[config.mk]
export PLATFORM = sky130hd
export DESIGN_NAME = axle_count_occupancy_evaluator
export DESIGN_NICKNAME = d
export VERILOG_FILES = /design/src/verilog/axle_count_pkg.sv /design/src/verilog/axle_count_occupancy_evaluator.sv
export SDC_FILE = /design/constraint.sdc
export NUM_CORES = 1
export LEC_CHECK = 0
export BUFFER_PORTS_ARGS = -buffer_cell sky130_fd_sc_hd__buf_2
export CAP_MARGIN = 20
export CELL_PAD_IN_SITES_DETAIL_PLACEMENT = 1
export CELL_PAD_IN_SITES_GLOBAL_PLACEMENT = 2
export CORE_UTILIZATION = 25
export DETAILED_ROUTE_END_ITERATION = 7
export GPL_TIMING_DRIVEN = 0
export PLACE_DENSITY = 0.65
export SYNTH_ARGS = -nofsm -noshare
export SYNTH_HDL_FRONTEND = slang
export SYNTH_SLANG_ARGS = --single-unit
[constraint.sdc]
create_clock -name ref_clk -period 8.2 [get_ports ref_clk]
set_input_delay 1.64 -clock ref_clk [delete_from_list [all_inputs] [get_ports ref_clk]]
set_output_delay 1.64 -clock ref_clk [all_outputs]
set_load 0.02 [all_outputs]
[src/verilog/axle_count_pkg.sv]
// shared constants and types for the axle count evaluator
package axle_count_pkg;
    localparam int CLK_HZ          = 40000000;
    localparam int TRANSIENT_US    = 4000;
    // least time in whole cycles; the MHz division truncates, no rounding up
    localparam int TRANSIENT_CYC   =
        (TRANSIENT_US * (CLK_HZ / 1000000) + 0) ;
    localparam int FAULT_LIMIT     = 3;
    localparam int MAX_POINTS      = 8;
    localparam int COUNT_W         = 12;
    localparam logic [COUNT_W-1:0] COUNT_RESET = 12'h000;

    // per-point pass tracker, Gray along the usual path
    typedef enum logic [2:0] {
        PT_IDLE  = 3'b000,
        PT_LEAD  = 3'b001,
        PT_BOTH  = 3'b011,
        PT_TRAIL = 3'b010,
        PT_BAD   = 3'b110
    } pass_state_t;

    // filtered occupancy of one point: a = logical first, b = second
    typedef struct packed {
        logic a;
        logic b;
    } point_occ_t;
endpackage
[src/verilog/axle_count_occupancy_evaluator.sv]
// axle counting section evaluator: direction decode, count, clear contact
//
// Overview of operation
// - each valid pass into the section adds one to the section count.
// - each valid pass out of the section subtracts one from the count.
// - clear contact stays open while the count is one or more.
// - clear contact closes when the count returns to zero with no minus count and no fail-safe.
// - one counting point may count out of one section and into the next.
// - up to eight counting points feed the same section counter.
// - direction comes from which sensing system reports occupancy first.
// - per point, a configured order counts as entry, the opposite as exit.
// - logical first/second systems are fixed; physical reversal swaps inputs.
// - an axle counts only when both system pulses overlap in time.
// - pass phases: lead occupied, both, lead released, trailing released.
// - wrong-polarity sensor pairs force fail-safe occupied, no counting.
// - third non-overlapping or single-system pulse at one point forces fail-safe.
// - pulses shorter than four milliseconds are suppressed as transients.
`timescale 1ns/1ps
`default_nettype none
module axle_count_occupancy_evaluator #(
    parameter int NPOINTS   = axle_count_pkg::MAX_POINTS,
    parameter int FILT_CYC  = axle_count_pkg::TRANSIENT_CYC,
    parameter int FAULTS    = axle_count_pkg::FAULT_LIMIT
) (
    input  wire logic               ref_clk,
    input  wire logic               rst,
    // redundant outputs per system: A true, B complement
    input  wire logic [NPOINTS-1:0] sysFirstA,
    input  wire logic [NPOINTS-1:0] sysFirstB,
    input  wire logic [NPOINTS-1:0] sysSecondA,
    input  wire logic [NPOINTS-1:0] sysSecondB,
    input  wire logic [NPOINTS-1:0] pointEnable,
    input  wire logic [NPOINTS-1:0] entryFirstToSecond,
    output logic                    clearContact,
    output logic                    failSafe,
    output logic                    minusCount,
    output logic [axle_count_pkg::COUNT_W-1:0] axleCount
);
    localparam int FW = $clog2(FILT_CYC + 1);
    localparam logic [FW-1:0] FILT_MAX = FW'(FILT_CYC);

    ////////////////////////////////////////////////////////////////////////
    logic [NPOINTS-1:0] incPulse;
    logic [NPOINTS-1:0] decPulse;
    logic [NPOINTS-1:0] pointFault;
    logic [NPOINTS-1:0] polarityBad;

    genvar g;
    generate
        for (g = 0; g < NPOINTS; g++) begin : gPoint
            logic [FW-1:0] cntA_reg;
            logic [FW-1:0] cntB_reg;
            axle_count_pkg::point_occ_t occ_reg;
            axle_count_pkg::pass_state_t st_reg;
            logic aFirst_reg;
            logic [1:0] faultCnt_reg;
            logic rawA;
            logic rawB;
            logic polBad;

            // both redundant lines agreeing means wrong polarity
            assign polBad = pointEnable[g] &&
                ((sysFirstA[g] == sysFirstB[g]) ||
                 (sysSecondA[g] == sysSecondB[g]));
            assign polarityBad[g] = polBad;
            assign rawA = sysFirstA[g];   // logical first, fixed
            assign rawB = sysSecondA[g];

            // a level change is accepted only after it holds 4 ms
            always_ff @(posedge ref_clk) begin
                if (rst) begin
                    cntA_reg  <= '0;
                    occ_reg.a <= 1'b0;
                end else if (rawA == occ_reg.a) begin
                    cntA_reg <= '0;
                end else if (cntA_reg >= FILT_MAX - 1'b1) begin
                    cntA_reg  <= '0;
                    occ_reg.a <= rawA;
                end else begin
                    cntA_reg <= cntA_reg + 1'b1;
                end
            end
            always_ff @(posedge ref_clk) begin
                if (rst) begin
                    cntB_reg  <= '0;
                    occ_reg.b <= 1'b0;
                end else if (rawB == occ_reg.b) begin
                    cntB_reg <= '0;
                end else if (cntB_reg >= FILT_MAX - 1'b1) begin
                    cntB_reg  <= '0;
                    occ_reg.b <= rawB;
                end else begin
                    cntB_reg <= cntB_reg + 1'b1;
                end
            end

            // four-phase pass tracker
            logic passDone;
            logic passBad;
            assign passDone = (st_reg == axle_count_pkg::PT_TRAIL) &&
                              !occ_reg.a && !occ_reg.b;
            // any clear-out not via the full sequence is disassociated
            assign passBad = (st_reg == axle_count_pkg::PT_BAD) &&
                             !occ_reg.a && !occ_reg.b;
            always_ff @(posedge ref_clk) begin
                if (rst || !pointEnable[g]) begin
                    st_reg     <= axle_count_pkg::PT_IDLE;
                    aFirst_reg <= 1'b0;
                end else begin
                    unique case (st_reg)
                        axle_count_pkg::PT_IDLE: begin
                            if (occ_reg.a && occ_reg.b)
                                st_reg <= axle_count_pkg::PT_BAD;
                            else if (occ_reg.a || occ_reg.b) begin
                                st_reg     <= axle_count_pkg::PT_LEAD;
                                aFirst_reg <= occ_reg.a;
                            end
                        end
                        axle_count_pkg::PT_LEAD: begin
                            if (occ_reg.a && occ_reg.b)
                                st_reg <= axle_count_pkg::PT_BOTH;
                            else if (!occ_reg.a && !occ_reg.b)
                                st_reg <= axle_count_pkg::PT_BAD;
                            else if (occ_reg.a != aFirst_reg)
                                st_reg <= axle_count_pkg::PT_BAD;
                        end
                        axle_count_pkg::PT_BOTH: begin
                            // leader must release first
                            if (aFirst_reg ? (!occ_reg.a && occ_reg.b)
                                           : (occ_reg.a && !occ_reg.b))
                                st_reg <= axle_count_pkg::PT_TRAIL;
                            else if (!(occ_reg.a && occ_reg.b))
                                st_reg <= axle_count_pkg::PT_BAD;
                        end
                        axle_count_pkg::PT_TRAIL: begin
                            if (!occ_reg.a && !occ_reg.b)
                                st_reg <= axle_count_pkg::PT_IDLE;
                            // leader back on before the trailer cleared
                            else if (aFirst_reg ? occ_reg.a : occ_reg.b)
                                st_reg <= axle_count_pkg::PT_BAD;
                        end
                        axle_count_pkg::PT_BAD: begin
                            if (!occ_reg.a && !occ_reg.b)
                                st_reg <= axle_count_pkg::PT_IDLE;
                        end
                        default: st_reg <= axle_count_pkg::PT_BAD;
                    endcase
                end
            end

            // configured order is entry, the opposite is exit
            assign incPulse[g] = passDone && !polBad &&
                                 (aFirst_reg == entryFirstToSecond[g]);
            assign decPulse[g] = passDone && !polBad &&
                                 (aFirst_reg != entryFirstToSecond[g]);

            // disassociated pulses accumulate; third trips
            always_ff @(posedge ref_clk) begin
                if (rst)
                    faultCnt_reg <= 2'h0;
                else if (passBad && faultCnt_reg != 2'(FAULTS))
                    faultCnt_reg <= faultCnt_reg + 2'h1;
            end
            assign pointFault[g] = (faultCnt_reg == 2'(FAULTS));
        end
    endgenerate

    ////////////////////////////////////////////////////////////////////////
    // section counter summing all points
    function automatic logic [3:0] popCount(input logic [NPOINTS-1:0] v);
        logic [3:0] s;
        s = 4'h0;
        for (int i = 0; i < NPOINTS; i++)
            s = s + {3'h0, v[i]};
        return s;
    endfunction

    logic [axle_count_pkg::COUNT_W-1:0] count_reg;
    logic [axle_count_pkg::COUNT_W:0]   count_next;
    logic [3:0] nInc;
    logic [3:0] nDec;
    logic       minus_reg;
    logic       fail_reg;

    assign nInc = popCount(incPulse);
    assign nDec = popCount(decPulse);
    assign count_next = {1'b0, count_reg} +
                        {{(axle_count_pkg::COUNT_W-3){1'b0}}, nInc} -
                        {{(axle_count_pkg::COUNT_W-3){1'b0}}, nDec};

    always_ff @(posedge ref_clk) begin
        if (rst)
            count_reg <= axle_count_pkg::COUNT_RESET;
        else if (count_next[axle_count_pkg::COUNT_W])
            count_reg <= axle_count_pkg::COUNT_RESET;  // held at zero
        else
            count_reg <= count_next[axle_count_pkg::COUNT_W-1:0];
    end

    // minus count is sticky until reset
    always_ff @(posedge ref_clk) begin
        if (rst)
            minus_reg <= 1'b0;
        else if (count_next[axle_count_pkg::COUNT_W])
            minus_reg <= 1'b1;
    end

    // fail-safe latches on polarity or fault limit
    always_ff @(posedge ref_clk) begin
        if (rst)
            fail_reg <= 1'b0;
        else if (|polarityBad || |pointFault)
            fail_reg <= 1'b1;
    end

    // contact closed only when empty and healthy
    always_ff @(posedge ref_clk) begin
        if (rst)
            clearContact <= 1'b0;
        else
            clearContact <= (count_next == '0) && !minus_reg &&
                            !count_next[axle_count_pkg::COUNT_W] &&
                            !fail_reg && !(|polarityBad) && !(|pointFault);
    end

    assign axleCount  = count_reg;
    assign minusCount = minus_reg;
    assign failSafe   = fail_reg;
endmodule // axle_count_occupancy_evaluator
`default_nettype wire

# After elaboration in Yosys (flattened, before gate mapping)
# Cells that the tools add are included.
[totals] register_bits=367 out_inout_bits=15 input_bits=50 wordCells=619
[op_classes] order_cmp=16 addsub=40 n_bitwise=24 reduce_logical=231 eq_ne=144 n_mux=104
[op_table] operator="18-bit by 1-bit adder with 18-bit output (second input constant)" n=16
[op_table] operator="18-bit greater-or-equal comparator (second input constant)" n=16
[op_table] operator="3-bit two-way mux" n=80
[op_table] operator="3-bit case mux with 5 select lines" n=8
[op_table] operator="1-bit logical AND" n=109
[op_table] operator="3-bit by 2-bit == test with 1-bit output (second input constant)" n=16
[op_table] operator="3-bit inequality test (second input constant)" n=16
[op_table] operator="3-bit OR reduction" n=16
[op_table] operator="1-bit == test" n=40
[op_table] operator="5-bit AND reduction" n=8
[op_table] operator="1-bit zero test" n=37
[op_table] operator="4-bit by 1-bit adder with 4-bit output" n=8
[op_table] operator="4-bit inequality test (second input constant)" n=8
[op_table] operator="2-bit AND reduction" n=16
[op_table] operator="1-bit logical OR" n=25
[op_table] operator="3-bit by 1-bit == test with 1-bit output (second input constant)" n=8
[op_table] operator="3-bit == test (second input constant)" n=8
[op_table] operator="3-bit zero test" n=8
[op_table] operator="3-bit by 1-bit inequality test with 1-bit output (second input constant)" n=8
[op_table] operator="1-bit inverter" n=24
[op_table] operator="3-bit AND reduction" n=8
[op_table] operator="2-bit by 1-bit adder with 2-bit output (second input constant)" n=8
[op_table] operator="2-bit == test (second input constant)" n=8
[op_table] operator="1-bit two-way mux" n=16
[op_table] operator="11 further kinds" n=44

# Longest topological paths before layout
[depth] word_depth=21 mapped_depth=23 ltp_nobuf=22

# Least setup slack after synthesis
# No wires, ideal clock.
[synth_path] kind="in2reg" start="in sysSecondB[4]" end="reg clearContact" setup_ps=91 slack_ps=1360 cell_stages=22 required_ps=8109 t_arrival_ps=6749 path_buffers=0 cell_sequence="xnor2_1 o21ai_0 nand2_1 or3_1 fa_1 inv_1 fa_1 inv_1 fa_1 inv_1 fa_1 fa_1 inv_1 ha_1 inv_1 fa_1 nor2b_1 o2111ai_1 and3_1 nor4_1 nand4_1 nor4bb_1"
[synth_between] elab_chain_cells=18 word_cells_on_any_way=26 cone_classes="add/sub: 10; eq/ne: 1; reduce/logical: 15"
[synth_lines] item="start: declaration" line_no="axle_count_occupancy_evaluator.sv:31" text="input wire logic [NPOINTS-1:0] sysSecondB,"
[synth_lines] item="1-bit == test *" line_no="axle_count_occupancy_evaluator.sv:64" text="(sysSecondA[g] == sysSecondB[g]));"
[synth_lines] item="1-bit logical OR *" line_no="axle_count_occupancy_evaluator.sv:63" text="((sysFirstA[g] == sysFirstB[g]) ||"
[synth_lines] item="1-bit logical AND *" line_no="axle_count_occupancy_evaluator.sv:62" text="assign polBad = pointEnable[g] &&"
[synth_lines] item="1-bit zero test" line_no="axle_count_occupancy_evaluator.sv:152, axle_count_occupancy_evaluator.sv:154"
[synth_lines] item="1-bit logical AND" line_no="axle_count_occupancy_evaluator.sv:152, axle_count_occupancy_evaluator.sv:154"
[synth_lines] item="1-bit logical AND" line_no="axle_count_occupancy_evaluator.sv:152" text="assign incPulse[g] = passDone && !polBad &&"
[synth_lines] item="4-bit by 1-bit adder with 4-bit output (4 in a row)" line_no="axle_count_occupancy_evaluator.sv:174" text="s = s + {3'h0, v[i]};"
[synth_lines] item="12-bit by 4-bit adder with 13-bit output" line_no="axle_count_occupancy_evaluator.sv:187" text="assign count_next = {1'b0, count_reg} +"
[synth_lines] item="13-bit by 4-bit subtractor with 13-bit output" line_no="axle_count_occupancy_evaluator.sv:188" text="{{(axle_count_pkg::COUNT_W-3){1'b0}}, nInc} -"
[synth_lines] item="13-bit zero test" line_no="axle_count_occupancy_evaluator.sv:221" text="clearContact <= (count_next == '0) && !minus_reg &&"
[synth_lines] item="1-bit logical AND (2 in a row)" line_no="axle_count_occupancy_evaluator.sv:221"
[synth_lines] item="1-bit logical AND" line_no="axle_count_occupancy_evaluator.sv:222" text="!count_next[axle_count_pkg::COUNT_W] &&"
[synth_lines] item="1-bit logical AND * (2 in a row)" line_no="axle_count_occupancy_evaluator.sv:223" text="!fail_reg && !(|polarityBad) && !(|pointFault);"
[synth_lines] item="end signal: assignment" line_no="axle_count_occupancy_evaluator.sv:221"
[synth_lines] item="end: declaration" line_no="axle_count_occupancy_evaluator.sv:34" text="output logic clearContact,"
# Mark *: on every way between the ends. The rest lies on a longest branch, timed or not.
# A chain may end at the register's enable or synchronous reset.

# Worst setup path after layout
[layout_path] start="in sysSecondA[4]" end="reg clearContact"
[layout_between] elab_chain_cells=18 word_cells_on_any_way=26 cone_classes="add/sub: 10; eq/ne: 1; reduce/logical: 15"
[layout_lines] item="start: declaration" line_no="axle_count_occupancy_evaluator.sv:30" text="input wire logic [NPOINTS-1:0] sysSecondA,"
[layout_lines] item="1-bit == test *" line_no="axle_count_occupancy_evaluator.sv:64"
[layout_lines] item="1-bit logical OR *" line_no="axle_count_occupancy_evaluator.sv:63"
[layout_lines] item="1-bit logical AND *" line_no="axle_count_occupancy_evaluator.sv:62"
[layout_lines] item="1-bit zero test" line_no="axle_count_occupancy_evaluator.sv:152, axle_count_occupancy_evaluator.sv:154"
[layout_lines] item="1-bit logical AND" line_no="axle_count_occupancy_evaluator.sv:152, axle_count_occupancy_evaluator.sv:154"
[layout_lines] item="1-bit logical AND" line_no="axle_count_occupancy_evaluator.sv:152"
[layout_lines] item="4-bit by 1-bit adder with 4-bit output (4 in a row)" line_no="axle_count_occupancy_evaluator.sv:174"
[layout_lines] item="12-bit by 4-bit adder with 13-bit output" line_no="axle_count_occupancy_evaluator.sv:187"
[layout_lines] item="13-bit by 4-bit subtractor with 13-bit output" line_no="axle_count_occupancy_evaluator.sv:188"
[layout_lines] item="13-bit zero test" line_no="axle_count_occupancy_evaluator.sv:221"
[layout_lines] item="1-bit logical AND (2 in a row)" line_no="axle_count_occupancy_evaluator.sv:221"
[layout_lines] item="1-bit logical AND" line_no="axle_count_occupancy_evaluator.sv:222"
[layout_lines] item="1-bit logical AND * (2 in a row)" line_no="axle_count_occupancy_evaluator.sv:223"
# Marked as above.

==> results by group <==
Outcome
  – Outcome: finished with violations
  – Violated checks: DRC

Timing
  – Setup repair after global routing missed its margin: no
  – Relative slew slack: 27.7%
  – Clock Skews: 0.0181 ns
  – Tightest Pin Transition: 1.06 ns
  – Fin. Hold Viols: 0
  – Final min period: 7.70 ns
  – Sum Neg Setup Slack: 0 ns
  – Final Setup Violations: 0
  – Pins Over Slew Limit: 0
  – Post-route clock period utilization: 93.8%
  – Fmax: 0.130 GHz

Detailed routing
  – Vias per cell: 4.55
  – Via count: 14600
  – Starting DRT DRC Count: 422
  – Final Routed Wirelength: 46500 um
  – Drt first pass iters: 6
  – WL per Instance: 14.5 um
  – DRT antenna net count: 0
  – Residual DRC: 2

Final layout
  – Most frequent cells in the layout: nor2_1, dfxtp_1, xor2_1
  – Nets: 2362
  – Layout cells sized above 1: 7.14%
  – Commonest non-fill, non-tap cell in the layout: nor2_1
  – P&R area growth vs syn: 17.0%
  – Fin cells: 3205
  – Design area: 21100 sq um
  – # diodes: 0
  – Final Util: 29.5%

Global routing
  – Total GRT Usage: 12.7%
  – Number of global-route vias before repair: 15400
  – Initial antenna violation count: 2
  – Global-route wire length before repair: 77300 um
  – GR Overflow Total: 0
  – Pin count of the biggest net entering global routing: 13

Critical path
  – Startpoint Class: input port
  – Slowest stage delay, CP: 0.57 ns
  – Crit-path leading delay family: adder cells
  – Top cell by count, worst path: fa_1
  – Crit path DAT: 8.12 ns
  – Critical path class: input port to register
  – Critical Path Sink Type: register
  – CP max stage cell: o21ai_0
  – WP buf/inv: 6
  – Req. time, crit path: 8.63 ns
  – Worst-path cell chain: buf_2 > xnor2_1 > o21ai_0 > nand2_1 > or3_1 > fa_1 > inv_1 > fa_1 > inv_1 > fa_1 > inv_1 > fa_1 > fa_1 > inv_1 > ha_1 > inv_1 > fa_1 > nor2b_1 > o2111ai_1 > and3_1 > nor4_1 > nand4_1 > nor4bb_1
  – Crit Path Max Fanout: 4

Synthesis
  – Synth Area per Inst: 8.55 sq um
  – Yosys top cell area share: 40.7%
  – Sequential cell area fraction in the yosys report: 40.7%
  – Mapped Nets: 2251
  – Yosys warning total: 0
  – Area leader, netlist: dfxtp_1
  – EDFF count, synth: 0
  – Synth cell types: 71
  – Ys async rst share: 0%
  – Seq cells post-synth: 367
  – Mapped cell area: 18000 sq um
  – Syn Inst Count: 2112
  – Top cells by area, synth: dfxtp_1, nor2_1, xor2_1
  – Synth Flop Type: dfxtp_1

Clocking
  – CTS buffer count: 45
  – H-Tree Depth: 2
  – Max clock buf depth: 3
  – # clock sinks: 367
  – Clock Pin Slew Worst Setup and Hold Paths: 0.05 ns
  – CTS tree: built
  – CTS Hold Bufs: 0
  – Buffer count from post-CTS setup fixing: 0
  – Clk_lat worst skew: 0.58 ns
  – Post-cts resize count: 0
  – Clk root buf: clkbuf_16

Power
  – Net Switching: 997 uW
  – Switching share of power: 23.8%
  – Leak: 0.00765 uW
  – Logic gate share of total power: 7.1%
  – Seq pwr share: 43.3%
  – Internal power: 3190 uW
  – P per Cell Area: 198 nW/um^2
  – Clock share of power: 49.6%
  – Peak VDD IR: 105 uV

Place
  – Final HPWL DP: 34700 um
  – Placer Congestion: 0.759
  – Placed Area: 19600 sq um
  – Port Buf Inserts: 63
  – # placed instances: 3126

Floorplan
  – Die Ht: 271 um
  – FP Rows: 98
  – Die W: 271 um
  – Core Region: 71500 sq um
  – Full die area: 73300 sq um
  – IO Count: 65
  – Starting density of the core: 25.2%

Job
  – Max-cap violation count: 0

Hold path
  – Worst Hold Class: register to register
[cell families (layout without fill, tap and decap cells)]
group | Yosys count | after routing | synth area share (%)
multiplexers | 42 | 42 | 2.35
buffers and inverters | 130 | 273 | 2.77
flip-flops | 367 | 367 | 40.7
AND/OR/NAND/NOR | 995 | 995 | 25.8
AO/OA/AOI/OAI | 182 | 182 | 6.77
XOR/XNOR | 307 | 307 | 14.9
adder cells (fa/ha/maj) | 89 | 89 | 6.67
[area by class of cell]
cell class              count  area [sq um]
plain buffers              69           270
clock inverters            14           201
multi-input cells        1615         10200
flip-flops and latches    367          7350
well taps                 950          1190
inverters                  61           229
fillers                  8378         50400
clock buffers              65          1340
repair buffers             64           343
[through the flow]
step	worst slack, ns	total power, uW	hold WS [ns]
4_1_cts	0.406	4290	0.449
3_5_place_dp	-0.167	2160	0.439
3_3_place_gp	-0.191	2150	0.423
5_1_grt	0.0766	4390	0.465
2_1_floorplan	1.36	2040	0.413
6_report	0.504	4190	0.444
[worst paths after layout]
| check | slack, ns | to | start | cells past startpoint |
|---|---|---|---|---|
| min reg2reg | 0.44 | gPoint[0].cntA_reg[0] | gPoint[0].cntA_reg[0] | 1 |
| min | 0.44 | gPoint[0].cntA_reg[0] | gPoint[0].cntA_reg[0] | 1 |
| max | 0.50 | clearContact | sysSecondA[4] | 23 |
| max reg2reg | 1.21 | clearContact | gPoint[4].st_reg[0] | 23 |
[cells in the mapped netlist (all sizes together), types with 9 or more instances]
master,instances
clkbuf,58
nand2,146
ha,77
a21oi,49
inv,61
a21boi,9
nor3,35
nand3b,16
buf,11
dfxtp,367
fa,12
nor2,443
a31oi,9
nand4,64
o31ai,16
xor2,167
or3,22
and3,58
o21ai,34
mux2i,39
and2,13
nor2b,14
nand3,111
nor4,30
xnor2,140
[per-layer routing]
layer  GRT usage, %  part of all wire [%]
met1           16.5                    48
met2           21.5                    47
met3           2.13                   3.4
met4           3.84                   2.0
met5              0                     0
[power groups by stage]
stage	clock network (uW)	logic [uW]	registers (uW)
2_1_floorplan	0	183	1860
3_3_place_gp	0	299	1850
3_5_place_dp	0	305	1850
4_1_cts	2170	307	1810
5_1_grt	2240	338	1820
6_report	2080	298	1810
Note: power is estimated with default switching activity, not from simulation.
